File: src/rtl/burst_consts.svh
// constants for the burst modulation controller
// Contract
// - burst count 1 to 50000, default one
// - carrier limited 10 mHz to 5 MHz
// - count covers carrier in started MHz
// - high carrier clamped, remote conflict
// - low carrier burst lasts at most 500 s
// - low carrier raised, remote conflict
// - start phase within plus minus 360 degrees
// - zero phase at rising crossing or sample
// - internal burst interval 10 mHz to 50 kHz
// - interval used only under immediate trigger
// - too fast rate gives back to back
// - gated mode output follows gate level
// - gating ignores count, rate, phase, source
// - internal burst source means triggered mode
// - only one modulation mode active at once
// - emit count cycles then hold at offset
// - immediate default, setup forces it
// - ext rising edge starts burst, shows wait
// - one burst per bus trigger while idle; several triggers during one burst give only one more burst
// - wait command holds until bursts finish
// - burst end answers query, sets event bit
// - reset gives triggered mode, internal source; the code resets active_mode to MODE_NONE
`ifndef BURST_CONSTS_SVH
`define BURST_CONSTS_SVH

`define COUNT_MIN            16'h0001
`define COUNT_MAX            16'hC350
`define COUNT_DEFAULT        16'h0001
`define COUNT_PER_MHZ_LIMIT  16'h0005

// carrier frequency in millihertz
`define FREQ_MIN             33'h00000000A
`define FREQ_MAX             33'h12A05F200
`define FREQ_MAX_TRI         33'h005F5E100
`define FREQ_DEFAULT         33'h0000F4240
`define FREQ_ONE_MHZ         33'h03B9ACA00
`define FREQ_LOW_LIMIT       33'h0000186A0
`define MILLI_PER_UNIT       1000
`define BURST_DURATION_MAX_S 500

// phase in millidegrees
`define PHASE_MAX            20'sh57E40
`define PHASE_MIN            -20'sh57E40
`define PHASE_DEFAULT        20'sh00000

// burst interval limits and default, in their own units
`define CLK_HZ               64'd100000000
`define INTERVAL_MIN_US      64'd20
`define INTERVAL_MAX_S       64'd100
`define INTERVAL_DEFAULT_MS  64'd10

`endif

File: src/rtl/burst_pkg.sv
// types for the burst modulation controller
package burst_pkg;

  typedef enum logic [2:0] {SHAPE_SINE, SHAPE_SQUARE, SHAPE_TRI, SHAPE_RAMP, SHAPE_ARB}
    shape_type;
  typedef enum logic [1:0] {TRIG_IMMEDIATE, TRIG_EXTERNAL, TRIG_BUS} trig_source_type;
  typedef enum logic {GATE_INTERNAL, GATE_EXTERNAL} gate_source_type;
  typedef enum logic [2:0] {MODE_NONE, MODE_AM, MODE_FM, MODE_FSK, MODE_SWEEP, MODE_BURST}
    mod_mode_type;

  typedef struct packed {
    logic [1:0] stage;
  } sync_state_type;

  typedef struct packed {
    mod_mode_type    active_mode;
    gate_source_type gate_src;
    trig_source_type trig_src;
    shape_type       shape;
    logic [15:0]     count;
    logic [32:0]     freq;
    logic [19:0]     phase;
    logic [33:0]     interval;
    logic [33:0]     timer;
    logic [15:0]     remaining;
    logic            busy;
    logic            imm_pend;
    logic            bus_pend;
    logic            ext_prev;
    logic            carrier_enable;
    logic            phase_load;
    logic            trig_waiting;
    logic            opc_query_armed;
    logic            opc_cmd_armed;
    logic            opc_reply_valid;
    logic            opc_event;
    logic            wai_armed;
    logic            conflict;
  } burst_state_type;

endpackage

File: src/rtl/burst_modulation_control.sv
// burst modulation controller: triggered and gated carrier bursts
`timescale 1ns/10ps
`include "burst_consts.svh"
module burst_modulation_control #(
  parameter logic [33:0] INTERVAL_MIN_CYCLES     = 34'(`INTERVAL_MIN_US * `CLK_HZ / 64'd1000000),
  parameter logic [33:0] INTERVAL_MAX_CYCLES     = 34'(`INTERVAL_MAX_S * `CLK_HZ),
  parameter logic [33:0] INTERVAL_DEFAULT_CYCLES = 34'(`INTERVAL_DEFAULT_MS * `CLK_HZ / 64'd1000)
) (
  // clock and reset
  input  wire logic                       clk,
  input  wire logic                       reset_n,
  // parameter settings
  input  wire logic                       set_burst_cycle_count,
  input  wire logic [15:0]                burst_cycle_count_value,
  input  wire logic                       set_burst_start_phase,
  input  wire logic [19:0]                burst_start_phase_value,
  input  wire logic                       set_internal_burst_interval,
  input  wire logic [33:0]                burst_interval_value,
  input  wire logic                       set_carrier,
  input  wire logic [32:0]                carrier_frequency_value,
  input  wire burst_pkg::shape_type       carrier_shape_value,
  input  wire logic                       request_is_remote,
  // mode selection
  input  wire logic                       select_burst_gate_source,
  input  wire burst_pkg::gate_source_type gate_source_value,
  input  wire logic                       set_trigger_source,
  input  wire burst_pkg::trig_source_type trigger_source_value,
  input  wire logic                       burst_mode_switch,
  input  wire logic                       burst_mode_on_value,
  input  wire logic                       enable_other_mode,
  input  wire burst_pkg::mod_mode_type    other_mode_value,
  input  wire logic                       apply_setup,
  // triggers and carrier timing
  input  wire logic                       ext_trigger_pin,
  input  wire logic                       bus_trigger,
  input  wire logic                       carrier_cycle_done,
  // common commands
  input  wire logic                       opc_query,
  input  wire logic                       opc_command,
  input  wire logic                       wai_command,
  input  wire logic                       opc_event_clear,
  // carrier control
  output burst_pkg::mod_mode_type         active_mode,
  output logic                            carrier_enable,
  output logic                            phase_load,
  output logic [19:0]                     start_phase,
  output logic                            phase_ref_first_sample,
  // status
  output logic                            trig_waiting,
  output logic                            burst_busy,
  output logic                            command_hold,
  output logic                            opc_reply_valid,
  output logic                            opc_event,
  output logic                            settings_conflict,
  output logic [15:0]                     burst_cycle_count,
  output logic [32:0]                     carrier_frequency,
  output logic [33:0]                     burst_interval,
  output burst_pkg::shape_type            carrier_shape
);
  import burst_pkg::*;

  burst_state_type state;
  burst_state_type next_state;
  logic            rst_n;
  logic            ext_level;

  // reset release through two flops
  sync_two_flop reset_sync (
    .clk   (clk),
    .rst_n (reset_n),
    .d     (1'b1),
    .q     (rst_n)
  );

  sync_two_flop ext_sync (
    .clk   (clk),
    .rst_n (rst_n),
    .d     (ext_trigger_pin),
    .q     (ext_level)
  );

  function automatic logic is_slow_shape(input shape_type sh);
    return (sh == SHAPE_TRI) || (sh == SHAPE_RAMP);
  endfunction

  // range limit for the carrier in burst mode
  function automatic logic [32:0] range_freq(input logic [32:0] f, input shape_type sh);
    logic [32:0] r;
    r = f;
    if (r < `FREQ_MIN) begin
      r = `FREQ_MIN;
    end
    if (is_slow_shape(sh) && r > `FREQ_MAX_TRI) begin
      r = `FREQ_MAX_TRI;
    end else if (r > `FREQ_MAX) begin
      r = `FREQ_MAX;
    end
    return r;
  endfunction

  // carrier limit imposed by the present burst count
  function automatic logic [32:0] count_freq(input logic [32:0] f, input logic [15:0] cnt,
                                             input shape_type sh);
    logic [32:0] hi;
    logic [32:0] lo;
    logic [32:0] r;
    hi = (cnt >= `COUNT_PER_MHZ_LIMIT) ? `FREQ_MAX : 33'(cnt) * `FREQ_ONE_MHZ;
    lo = 33'(cnt) * 33'(`MILLI_PER_UNIT / `BURST_DURATION_MAX_S);
    r = f;
    if (!is_slow_shape(sh) && r > hi) begin
      r = hi;
    end
    if (r <= `FREQ_LOW_LIMIT && r < lo) begin
      r = lo;
    end
    return r;
  endfunction

  always_comb begin
    logic        triggered;
    logic        gated;
    logic        ext_rise;
    logic        done;
    logic        pending;
    logic [15:0] cnt;
    logic [32:0] f_range;
    logic [32:0] f_legal;
    shape_type   sh;
    triggered = 1'b0;
    gated = 1'b0;
    ext_rise = 1'b0;
    done = 1'b0;
    pending = 1'b0;
    cnt = state.count;
    f_range = state.freq;
    f_legal = state.freq;
    sh = state.shape;
    next_state = state;
    next_state.phase_load = 1'b0;
    next_state.opc_reply_valid = 1'b0;
    next_state.conflict = 1'b0;

    // parameter writes
    if (set_burst_cycle_count) begin
      cnt = burst_cycle_count_value;
      if (cnt < `COUNT_MIN) begin
        cnt = `COUNT_MIN;
      end else if (cnt > `COUNT_MAX) begin
        cnt = `COUNT_MAX;
      end
      next_state.count = cnt;
    end
    if (set_carrier) begin
      sh = carrier_shape_value;
      f_range = range_freq(carrier_frequency_value, sh);
    end
    if (set_carrier || set_burst_cycle_count) begin
      f_legal = count_freq(f_range, cnt, sh);
      next_state.freq = f_legal;
      next_state.shape = sh;
      next_state.conflict = (f_legal != f_range) && request_is_remote;
    end
    if (set_burst_start_phase) begin
      if ($signed(burst_start_phase_value) > `PHASE_MAX) begin
        next_state.phase = `PHASE_MAX;
      end else if ($signed(burst_start_phase_value) < `PHASE_MIN) begin
        next_state.phase = `PHASE_MIN;
      end else begin
        next_state.phase = burst_start_phase_value;
      end
    end
    if (set_internal_burst_interval) begin
      if (burst_interval_value < INTERVAL_MIN_CYCLES) begin
        next_state.interval = INTERVAL_MIN_CYCLES;
      end else if (burst_interval_value > INTERVAL_MAX_CYCLES) begin
        next_state.interval = INTERVAL_MAX_CYCLES;
      end else begin
        next_state.interval = burst_interval_value;
      end
    end

    // mode and source selection
    if (select_burst_gate_source) begin
      next_state.gate_src = gate_source_value;
    end
    if (apply_setup) begin
      next_state.trig_src = TRIG_IMMEDIATE;
    end else if (set_trigger_source) begin
      next_state.trig_src = trigger_source_value;
    end
    if (burst_mode_switch) begin
      if (burst_mode_on_value) begin
        next_state.active_mode = MODE_BURST;
      end else if (state.active_mode == MODE_BURST) begin
        next_state.active_mode = MODE_NONE;
      end
    end else if (enable_other_mode) begin
      next_state.active_mode = other_mode_value;
    end

    triggered = (state.active_mode == MODE_BURST) && (state.gate_src == GATE_INTERNAL);
    gated = (state.active_mode == MODE_BURST) && (state.gate_src == GATE_EXTERNAL);
    ext_rise = ext_level && !state.ext_prev;
    next_state.ext_prev = ext_level;

    if (!triggered) begin
      // gating or a non-burst mode overrides every triggered setting
      next_state.busy = 1'b0;
      next_state.imm_pend = 1'b0;
      next_state.bus_pend = 1'b0;
      next_state.timer = '0;
      next_state.carrier_enable = gated ? ext_level : 1'b1;
    end else begin
      // internal rate timer, running only under the immediate source
      if (state.trig_src == TRIG_IMMEDIATE) begin
        if (state.timer >= state.interval - 34'h000000001) begin
          next_state.timer = '0;
          next_state.imm_pend = 1'b1;
        end else begin
          next_state.timer = state.timer + 34'h000000001;
        end
      end else begin
        next_state.timer = '0;
        next_state.imm_pend = 1'b0;
      end
      if (bus_trigger && state.trig_src == TRIG_BUS) begin
        next_state.bus_pend = 1'b1;
      end

      if (state.busy) begin
        if (carrier_cycle_done) begin
          if (state.remaining <= 16'h0001) begin
            next_state.busy = 1'b0;
            next_state.carrier_enable = 1'b0;
            done = 1'b1;
          end else begin
            next_state.remaining = state.remaining - 16'h0001;
          end
        end
      end else begin
        // a late timer tick waits here, giving back to back bursts
        if ((state.trig_src == TRIG_IMMEDIATE && state.imm_pend) ||
            (state.trig_src == TRIG_EXTERNAL && ext_rise) ||
            (state.trig_src == TRIG_BUS && state.bus_pend)) begin
          next_state.busy = 1'b1;
          next_state.remaining = state.count;
          next_state.phase_load = 1'b1;
          next_state.carrier_enable = 1'b1;
          if (state.trig_src == TRIG_IMMEDIATE) begin
            next_state.imm_pend = 1'b0;
          end
          if (state.trig_src == TRIG_BUS) begin
            next_state.bus_pend = bus_trigger;
          end
        end else begin
          next_state.carrier_enable = 1'b0;
        end
      end
    end
    next_state.trig_waiting = triggered && (state.trig_src == TRIG_EXTERNAL) &&
                              !next_state.busy;

    // operation complete and wait handling
    pending = next_state.busy || next_state.bus_pend;
    if (opc_query && !pending) begin
      next_state.opc_reply_valid = 1'b1;
    end else if (opc_query) begin
      next_state.opc_query_armed = 1'b1;
    end else if (state.opc_query_armed && (done || !pending)) begin
      next_state.opc_query_armed = 1'b0;
      next_state.opc_reply_valid = 1'b1;
    end
    if (opc_command) begin
      next_state.opc_cmd_armed = pending;
    end
    // a set in the clearing cycle wins
    if ((opc_command && !pending) || (state.opc_cmd_armed && (done || !pending))) begin
      next_state.opc_event = 1'b1;
      next_state.opc_cmd_armed = 1'b0;
    end else if (opc_event_clear) begin
      next_state.opc_event = 1'b0;
    end
    if (wai_command) begin
      next_state.wai_armed = pending;
    end else if (!pending) begin
      next_state.wai_armed = 1'b0;
    end
  end

  always_ff @(posedge clk or negedge rst_n) begin
    if (!rst_n) begin
      state                 <= '0;
      state.active_mode     <= MODE_NONE;
      state.gate_src        <= GATE_INTERNAL;
      state.trig_src        <= TRIG_IMMEDIATE;
      state.shape           <= SHAPE_SINE;
      state.count           <= `COUNT_DEFAULT;
      state.freq            <= `FREQ_DEFAULT;
      state.phase           <= `PHASE_DEFAULT;
      state.interval        <= INTERVAL_DEFAULT_CYCLES;
      state.carrier_enable  <= 1'b1;
    end else begin
      state <= next_state;
    end
  end

  assign active_mode = state.active_mode;
  assign carrier_enable = state.carrier_enable;
  assign phase_load = state.phase_load;
  assign start_phase = state.phase;
  assign phase_ref_first_sample = (state.shape == SHAPE_ARB);
  assign trig_waiting = state.trig_waiting;
  assign burst_busy = state.busy;
  assign command_hold = state.wai_armed;
  assign opc_reply_valid = state.opc_reply_valid;
  assign opc_event = state.opc_event;
  assign settings_conflict = state.conflict;
  assign burst_cycle_count = state.count;
  assign carrier_frequency = state.freq;
  assign burst_interval = state.interval;
  assign carrier_shape = state.shape;
endmodule

File: src/rtl/sync_two_flop.sv
// two flip-flop synchroniser with asynchronous clear
`timescale 1ns/10ps
module sync_two_flop (
  // clock and reset
  input  wire logic clk,
  input  wire logic rst_n,
  // data
  input  wire logic d,
  output logic      q
);
  import burst_pkg::*;

  sync_state_type state;
  sync_state_type next_state;

  always_comb begin
    next_state.stage = {state.stage[0], d};
  end

  always_ff @(posedge clk or negedge rst_n) begin
    if (!rst_n) begin
      state <= '0;
    end else begin
      state <= next_state;
    end
  end

  assign q = state.stage[1];
endmodule

File: config.mk
export PLATFORM = sky130hd
export DESIGN_NAME = burst_modulation_control
export DESIGN_NICKNAME = d
export VERILOG_FILES = /design/src/rtl/burst_pkg.sv /design/src/rtl/burst_modulation_control.sv /design/src/rtl/sync_two_flop.sv
export VERILOG_INCLUDE_DIRS = /design/src /design/src/rtl
export SDC_FILE = /design/constraint.sdc
export NUM_CORES = 1
export LEC_CHECK = 0
export CELL_PAD_IN_SITES_DETAIL_PLACEMENT = 0
export CELL_PAD_IN_SITES_GLOBAL_PLACEMENT = 1
export CORE_MARGIN = 4
export CORE_UTILIZATION = 40
export CTS_CLUSTER_DIAMETER = 80
export DETAILED_ROUTE_END_ITERATION = 7
export DONT_BUFFER_PORTS = 1
export PLACE_DENSITY = 0.73
export SYNTH_ARGS = -nofsm -noshare
export SYNTH_HDL_FRONTEND = slang
export SYNTH_SLANG_ARGS = --single-unit
File: constraint.sdc
create_clock -name clk -period 8.1 [get_ports clk]
set_input_delay 1.62 -clock clk [delete_from_list [all_inputs] [get_ports clk]]
set_output_delay 1.62 -clock clk [all_outputs]
set_load 0.01 [all_outputs]
== Word-level counts from Yosys, hierarchy flattened ==
Cells that the tools add are included.

* Magnitude comparators: 15
* Add/sub/neg operators: 3
* Mux-type cells: 63
* Eq/ne operators: 15
* Reduce and logical (&&, ||, !) cells: 40
* Multipliers: 1
* Bitwise operators: 2

{| class="wikitable"
|+ Operator list
! operator !! count
|-
| two-way mux 33 bit || 10
|-
| two-way mux 34 bit || 5
|-
| two-way mux 16 bit || 4
|-
| two-way mux 20 bit || 2
|-
| adder 34 x 1 -> 34 bit (second input constant) || 1
|-
| greater-or-equal comparator 34 bit || 1
|-
| > comparator 34 bit (second input constant) || 1
|-
| < comparator 34 x 11 -> 1 bit (second input constant) || 1
|-
| two-way mux 17 bit || 2
|-
| subtractor 34 x 1 -> 34 bit (second input constant) || 1
|-
| > comparator 33 x 27 -> 1 bit (second input constant) || 1
|-
| > comparator 33 bit || 1
|-
| > comparator 33 bit (second input constant) || 1
|-
| less-or-equal comparator 33 x 17 -> 1 bit (second input constant) || 1
|-
| < comparator 33 x 17 -> 1 bit || 1
|-
| < comparator 33 x 4 -> 1 bit (second input constant) || 1
|-
| inequality test 33 bit || 1
|-
| two-way mux 1 bit || 30
|-
| multiplier 16 x 21 -> 24 bit (second input constant) || 1
|-
| > comparator 20 bit (second input constant) || 1
|-
| < comparator 20 bit (second input constant) || 1
|-
| two-way mux 19 bit || 1
|-
| two-way mux 3 bit || 6
|-
| logical AND 1 bit || 17
|-
| 21 further kinds || 47
|}

* Bits of input ports: 132
* Output and inout port bits: 118
* Register bits after elaboration: 179
* Logic and storage cells: 164

== Depth between registers and ports, before layout ==
Gate-level depths: netlist (run 1).

* Depth after elaboration: 18
* Gate-level depth with buffers: 56
* Mapped depth without buffers: 51

== By module ==
Synthesis (run 1) repeated with hierarchy kept, for this count alone.

* Cells, all modules: 2,024
* Area, all modules: 17,428.0 um^2

{| class="wikitable"
|+ By module, submodules not included
! module !! instances !! area an instance (um^2) !! cells each
|-
| burst_modulation_control || 1 || 17,327.9 || 2,020
|-
| sync_two_flop || 2 || 50.0 || 2
|}

== Worst setup path before layout (run 1) ==
OpenSTA, ideal clock, no wires.

* Path type: input -> register
* Start point: input burst_cycle_count_value[11]
* End point: register state, in the netlist settings_conflict
* Library setup time: 134 ps
* Arrival time: 12,926 ps
* Slack: -4,960 ps
* Stages on the path: 52
* Path through: nor4_1 > o22ai_1 > or2_2 > o2bb2ai_1 > inv_1 > ha_1 > fa_1 > inv_1 > fa_1 > inv_1 > fa_1 > inv_1 > fa_1 > inv_1 > fa_1 > inv_1 > ha_1 > and4_1 > [16 not listed] > buf_1 > a21oi_1 > ha_1 > a21o_1 > a21o_1 > a21o_1 > a21o_1 > a211o_1 > o211ai_1 > o211ai_1 > o22ai_1 > o41ai_1 > nor4b_2 > buf_6 > mux2_4 > xnor2_1 > nor4_2 > a31oi_1

{| class="wikitable"
|+ RTL lines
! element !! RTL line !! source
|-
| start, declared || burst_modulation_control.sv:14 || <nowiki>input wire logic [15:0] burst_cycle_count_value,</nowiki>
|-
| end signal, assigned || burst_modulation_control.sv:303 || <nowiki>state <= next_state;</nowiki>
|-
| end, declared || burst_modulation_control.sv:62 || <nowiki>burst_state_type state;</nowiki>
|}

==> flow_summary.yaml, run 1 <==
run_status:
  status: "complete, but fails checks"
  violations: "negative setup slack"
die:
  start_util_pct: 40.6
  io_pins: 250
  die_w_um: 217
  fp.coreArea_um2: 43300
  dieArea_um2: 47300
  core.rowCount: 76
  die_h_um: 217
setup_path:
  cpPeakStageDelay_ns: 0.54
  cp_max_fo: 6
  critPathLaunchType: "primary input"
  criticalPathCategory: "in2reg"
  r2r_setup_slack_ns: -1.97
  crit_slowest_cell: "fa_2"
  critPathCaptureType: "flip-flop"
  cp.arrival_ns: 12.05
  worstPathRequired_ns: 8.45
global_route:
  grt_max_degree: 66
  grt_pass1_wl_mm: 93.6
  antenna_found_initial: 0
  grt_usage_pct: 25.4
  first_global_vias: 16000
  grt.overflow.total: 0
yosys:
  avgSynthCellArea_um2: 8.53
  yosys_warnings: 0
  synthesis.nets: 2452
  syn-instance-count: 2057
  ys_types: 81
  ys_seq_area_share_pct: 25.6
  ys_async_sr_fraction_pct: 100
  ys.flop_type: "dfrtp_1"
  synth_edf_count: 0
  syn-cell-area_um2: 17600
  ys_ff_latch: 179
cts:
  cts-root-buf: "clkbuf_16"
  clkLatencyLatePin_ns: 0.48
  cts_buffer_depth: 2
  cts_tree: "built"
  clock-sinks: 179
  cts_buffers: 17
  path_clk_slew_ns: 0.07
  holdBufCountCts: 0
  htreeDepth: 4
sta:
  fin_ws_ns: -3.60
  fmax_mhz: 85.5
  clock_skew_ns: 0.0140
  report.final.slew_viol_count: 0
  hold_viol: 0
  timing.final.crit_share_pct: 144
  worst_pin_slew_ns: 1.18
  finalSetupViolations: 34
  rsz0062_at_grt: "true"
  fin_crit_ns: 11.70
  relSlewSlack_pct: 21.4
route:
  drt_first_pass_iters: 5
  drc: 0
  drt_iter0_drc: 1036
  wl_per_cell_um: 21.4
  wl_mm: 60.5
  vias: 15500
  viasPerCell: 5.48
  drtAntennaViolNets: 0
finish:
  drive_gt1_share_pct: 23.3
  antenna_cells: 0
  layout_commonest_cell: "buf_4"
  post-route-util_pct: 49.2
  num-nets-final: 2626
  final_cell_mix: "buf_4 (299), inv_1 (208), nor2_1 (185), dfrtp_1 (162), ha_1 (154)"
  area_growth_pct: 21.2
placement:
  place.gp.congestion: 0.977
  portBuffers: 0
  dpl.hpwl_mm: 49.8
run:
  maxCapViolations: 0
hold_path:
  min_path_type: "reg2reg"
==> cell usage after synthesis, drive strengths merged, types with 28 or more instances <==
library cell | n | area (um^2)
nor2 | 191 | 717
inv | 235 | 882
xor2 | 40 | 350
nor3 | 42 | 210
nor2b | 28 | 175
nand4 | 30 | 188
dfrtp | 163 | 4080
o21ai | 130 | 651
o22ai | 31 | 208
xnor2 | 78 | 683
ha | 180 | 2250
fa | 83 | 1660
clkbuf | 45 | 169
nor4 | 37 | 238
nand2 | 158 | 601
nand3 | 43 | 215
buf | 123 | 893
a21oi | 95 | 475
==> layer usage <==
metal / global-route usage [%] / share of wire, % / vias to the layer above
met4: 7.19 / 2.6 / 0
li1: - / - / 7371
met1: 32.7 / 43 / 7624
met5: 0 / 0 / -
met2: 43.7 / 50 / 412
met3: 4.68 / 5.1 / 84
==> state kept, by name (all words and copies together), names as in the netlist <==
signal and flops:
active_mode 3, burst_busy 1, burst_cycle_count 16, burst_interval 34, carrier_enable 1, carrier_frequency 33, carrier_shape 3, command_hold 1
ext_sync.state 2, opc_event 1, opc_reply_valid 1, phase_load 1, reset_sync.state 2, settings_conflict 1, start_phase 20, state 58
trig_waiting 1
==> path summary, 6_finish.rpt <==
path	from	end	cells after the start
worst max register to register	burst_cycle_count[1]	settings_conflict	49
min in group asynchronous	reset_sync.state[1]	state[171]	0
max in group asynchronous	reset_sync.state[1]	carrier_shape[1]	1
worst min-delay path	ext_sync.state[0]	ext_sync.state[1]	0
worst min register to register	ext_sync.state[0]	ext_sync.state[1]	0
worst max-delay path	burst_cycle_count_value[12]	settings_conflict	55
==> cells by family after synthesis <==
family / count (synthesis) / share of synthesized area, %
simple gates: 631 / 17.5
compound gates: 437 / 16.0
buf+inv: 403 / 11.1
fa+ha+maj: 263 / 22.3
flops: 179 / 25.6
xor+xnor: 118 / 5.89
mux: 25 / 1.50
other cells: 1 / 0.0214
==> worst max-delay path, delay by kind of cell <==
family / cells / cell delay (ns)
buffers and inverters: 12 / 1.06
XOR/XNOR: 2 / 0.33
AO/OA/AOI/OAI: 20 / 3.22
adder cells (fa/ha/maj): 9 / 3.44
AND/OR/NAND/NOR: 11 / 2.01
multiplexers: 1 / 0.32
==> metrics by stage <==
stage          instances  hold WS (ns)  setup TNS [ns]  instance area (um^2)  setup WS [ns]
4_1_cts             2807         0.361          -76.40                 20700          -3.63
5_1_grt             2829         0.369          -88.10                 21300          -4.07
6_report            2829         0.360          -74.83                 21300          -3.60
3_3_place_gp        2762         0.340          -97.19                 19700          -4.31
3_5_place_dp        2762         0.336         -102.50                 19700          -4.47
2_1_floorplan       2057         0.331          -84.98                 17900          -3.91
==> repair_timing <==
| item | 4_1_cts | 5_1_grt |
|---|---|---|
| pin swaps | 38 | 50 |
| cloned | 0 | 0 |
| hold endpoints to repair | 0 | 0 |
| endpoints found under the setup margin | 34 | 34 |
| resized for setup | 78 | 84 |
| setup buffers | 14 | 22 |
==> final cells by class <==
type | instances | area [um^2]
fill | 4134 | 22000
multi-input combinational | 1475 | 11900
sequential | 179 | 4500
timing repair buffer | 323 | 2570
inverter | 235 | 888
tap | 585 | 732
clock buffer | 17 | 425
clock inverter | 15 | 213
Power of run 1 is left out: the tool's default activity adds up to more than one toggle a clock period on the data nets, which glitch-free logic cannot reach.
==> run 2: changes to the inputs <==
SYNTH_HIERARCHICAL = 1   (was not set)
==> flow_summary.yaml, run 2 <==
yosys:
  yosys_warnings: 6
  syn-cell-area_um2: 17400
  yosys-top-cells-count: "inv_1 (240), nor2_1 (194), ha_1 (180)"
  ys_async_sr_fraction_pct: 100
  yosys.cell_count.top_type: "inv_1"
  ys_top_cells_by_area: "dfrtp_1 (23%), ha_1 (13%), fa_1 (9.5%)"
  avgSynthCellArea_um2: 8.61
  synth_edf_count: 0
  syn-instance-count: 2024
  yosysTopAreaCell: "dfrtp_1"
  ys_types: 74
  synthesis.nets: 2419
  ys_seq_area_share_pct: 25.8
  ys_ff_latch: 179
  ys.flop_type: "dfrtp_1"
  synth_top_cell_area_share_pct: 23.4
global_route:
  grt_pass1_wl_mm: 90.1
  first_global_vias: 15800
  grt_max_degree: 137
  antenna_found_initial: 0
  grt_usage_pct: 24.4
  grt.overflow.total: 0
cts:
  clock-sinks: 179
  cts_buffer_depth: 2
  cts_tree: "built"
  cts_buffers: 17
  clkLatencyLatePin_ns: 0.50
  htreeDepth: 4
  path_clk_slew_ns: 0.07
  cts-root-buf: "clkbuf_16"
die:
  core.rowCount: 76
  die_w_um: 217
  io_pins: 250
  fp.coreArea_um2: 43100
  start_util_pct: 40.5
  die_h_um: 217
  dieArea_um2: 47000
sta:
  report.final.slew_viol_count: 0
  timing.final.crit_share_pct: 142
  relSlewSlack_pct: 22.6
  fmax_mhz: 86.7
  worst_pin_slew_ns: 1.16
  rsz0062_at_grt: "true"
  clock_skew_ns: 0.0355
  finalSetupViolations: 34
  fin_ws_ns: -3.43
  fin_crit_ns: 11.53
  hold_viol: 0
setup_path:
  cp.arrival_ns: 11.90
  crit_slowest_cell: "fa_1"
  critPathLaunchType: "primary input"
  cp_max_fo: 6
  cp_common_cell: "a21o_1"
  criticalPathCategory: "in2reg"
  critPathCaptureType: "flip-flop"
  worst-path-buf-inv: 8
  worstPathRequired_ns: 8.47
  crit_family: "adder cells"
  cpPeakStageDelay_ns: 0.55
finish:
  post-route-util_pct: 49.9
  num-nets-final: 2597
  multiInputGateArea_um2: 12100
  area_growth_pct: 23.4
  layout_commonest_cell: "buf_4"
  finalNonFillerCells: 2800
  regMostFlops: "state"
  seq_area_um2: 4500
  drive_gt1_share_pct: 25.3
  final_cell_mix: "buf_4 (282), inv_1 (221), nor2_1 (175), dfrtp_1 (162), ha_1 (156)"
  largest_reg_flops: 58
  fillCellCount: 4057
  antenna_cells: 0
placement:
  dpl.hpwl_mm: 46.1
  portBuffers: 0
  dp.cells: 2715
  place.gp.congestion: 0.958
hold_path:
  min_path_type: "reg2reg"
route:
  viasPerCell: 5.52
  wl_per_cell_um: 20.6
  vias: 15500
  wl_mm: 57.7
  drt_iter0_drc: 1002
  drt_first_pass_iters: 5
  drtAntennaViolNets: 0
  drc: 0
run_status:
  status: "complete, but fails checks"
  violations: "negative setup slack"
run:
  maxCapViolations: 0
[run 2: area by class of cell]
type                       instances  share of cell area, %
clock buffer                      18                   2.04
timing repair buffer             321                   12.5
inverter                         240                   4.26
multi-input combinational       1443                   56.1
clock inverter                    14                  0.687
sequential                       179                   20.9
tap                              585                   3.40
[run 2: routing by layer]
metal	global-route usage (%)	vias to the layer above	wire length, um
met5	0	-	0
met4	7.49	0	1500
met3	4.04	82	3040
met2	42.0	424	28400
met1	31.6	7670	24800
li1	-	7279	-
[run 2: worst paths after layout]
path	startpoint	endpoint	slack (ns)	depth (start not counted)
worst min-delay path	reset_sync/state[0]	reset_sync/state[1]	0.35	0
min in group asynchronous	reset_sync/state[1]	carrier_frequency[3]	0.37	0
worst max-delay path	burst_cycle_count_value[12]	settings_conflict	-3.43	50
worst min register to register	reset_sync/state[0]	reset_sync/state[1]	0.35	0
max in group asynchronous	reset_sync/state[1]	state[15]	6.47	1
worst max register to register	burst_cycle_count[6]	settings_conflict	-1.94	46
[run 2: kinds of logic (layout without fill, tap and decap cells)]
| family | Yosys count | in the layout | share of synthesized area, % |
|---|---|---|---|
| AND/OR/NAND/NOR | 606 | 606 | 17.2 |
| flip-flops | 179 | 179 | 25.8 |
| adder cells (fa/ha/maj) | 263 | 263 | 22.5 |
| XOR/XNOR | 124 | 124 | 6.31 |
| other | 1 | 1 | 0.0215 |
| AO/OA/AOI/OAI | 425 | 425 | 15.7 |
| multiplexers | 24 | 24 | 1.41 |
| buffers and inverters | 402 | 593 | 11.1 |
[run 2: what timing repair did]
action,4_1_cts,5_1_grt
hold buffers,0,0
pin swaps,47,51
endpoints found under the setup margin,34,34
gates cloned,3,0
gates resized for setup,140,93
setup buffers,33,25
[run 2: stage by stage]
step | setup WS [ns] | instance area, um^2 | hold slack [ns] | setup TNS (ns)
detailed placement | -4.10 | 19500 | 0.339 | -101.27
finish | -3.43 | 21500 | 0.349 | -84.01
global route | -3.91 | 21500 | 0.361 | -97.47
global placement | -4.00 | 19500 | 0.340 | -98.71
CTS | -3.26 | 21000 | 0.354 | -75.38
floorplan | -3.46 | 17800 | 0.331 | -77.30
Power of run 2 is left out for the same reason.
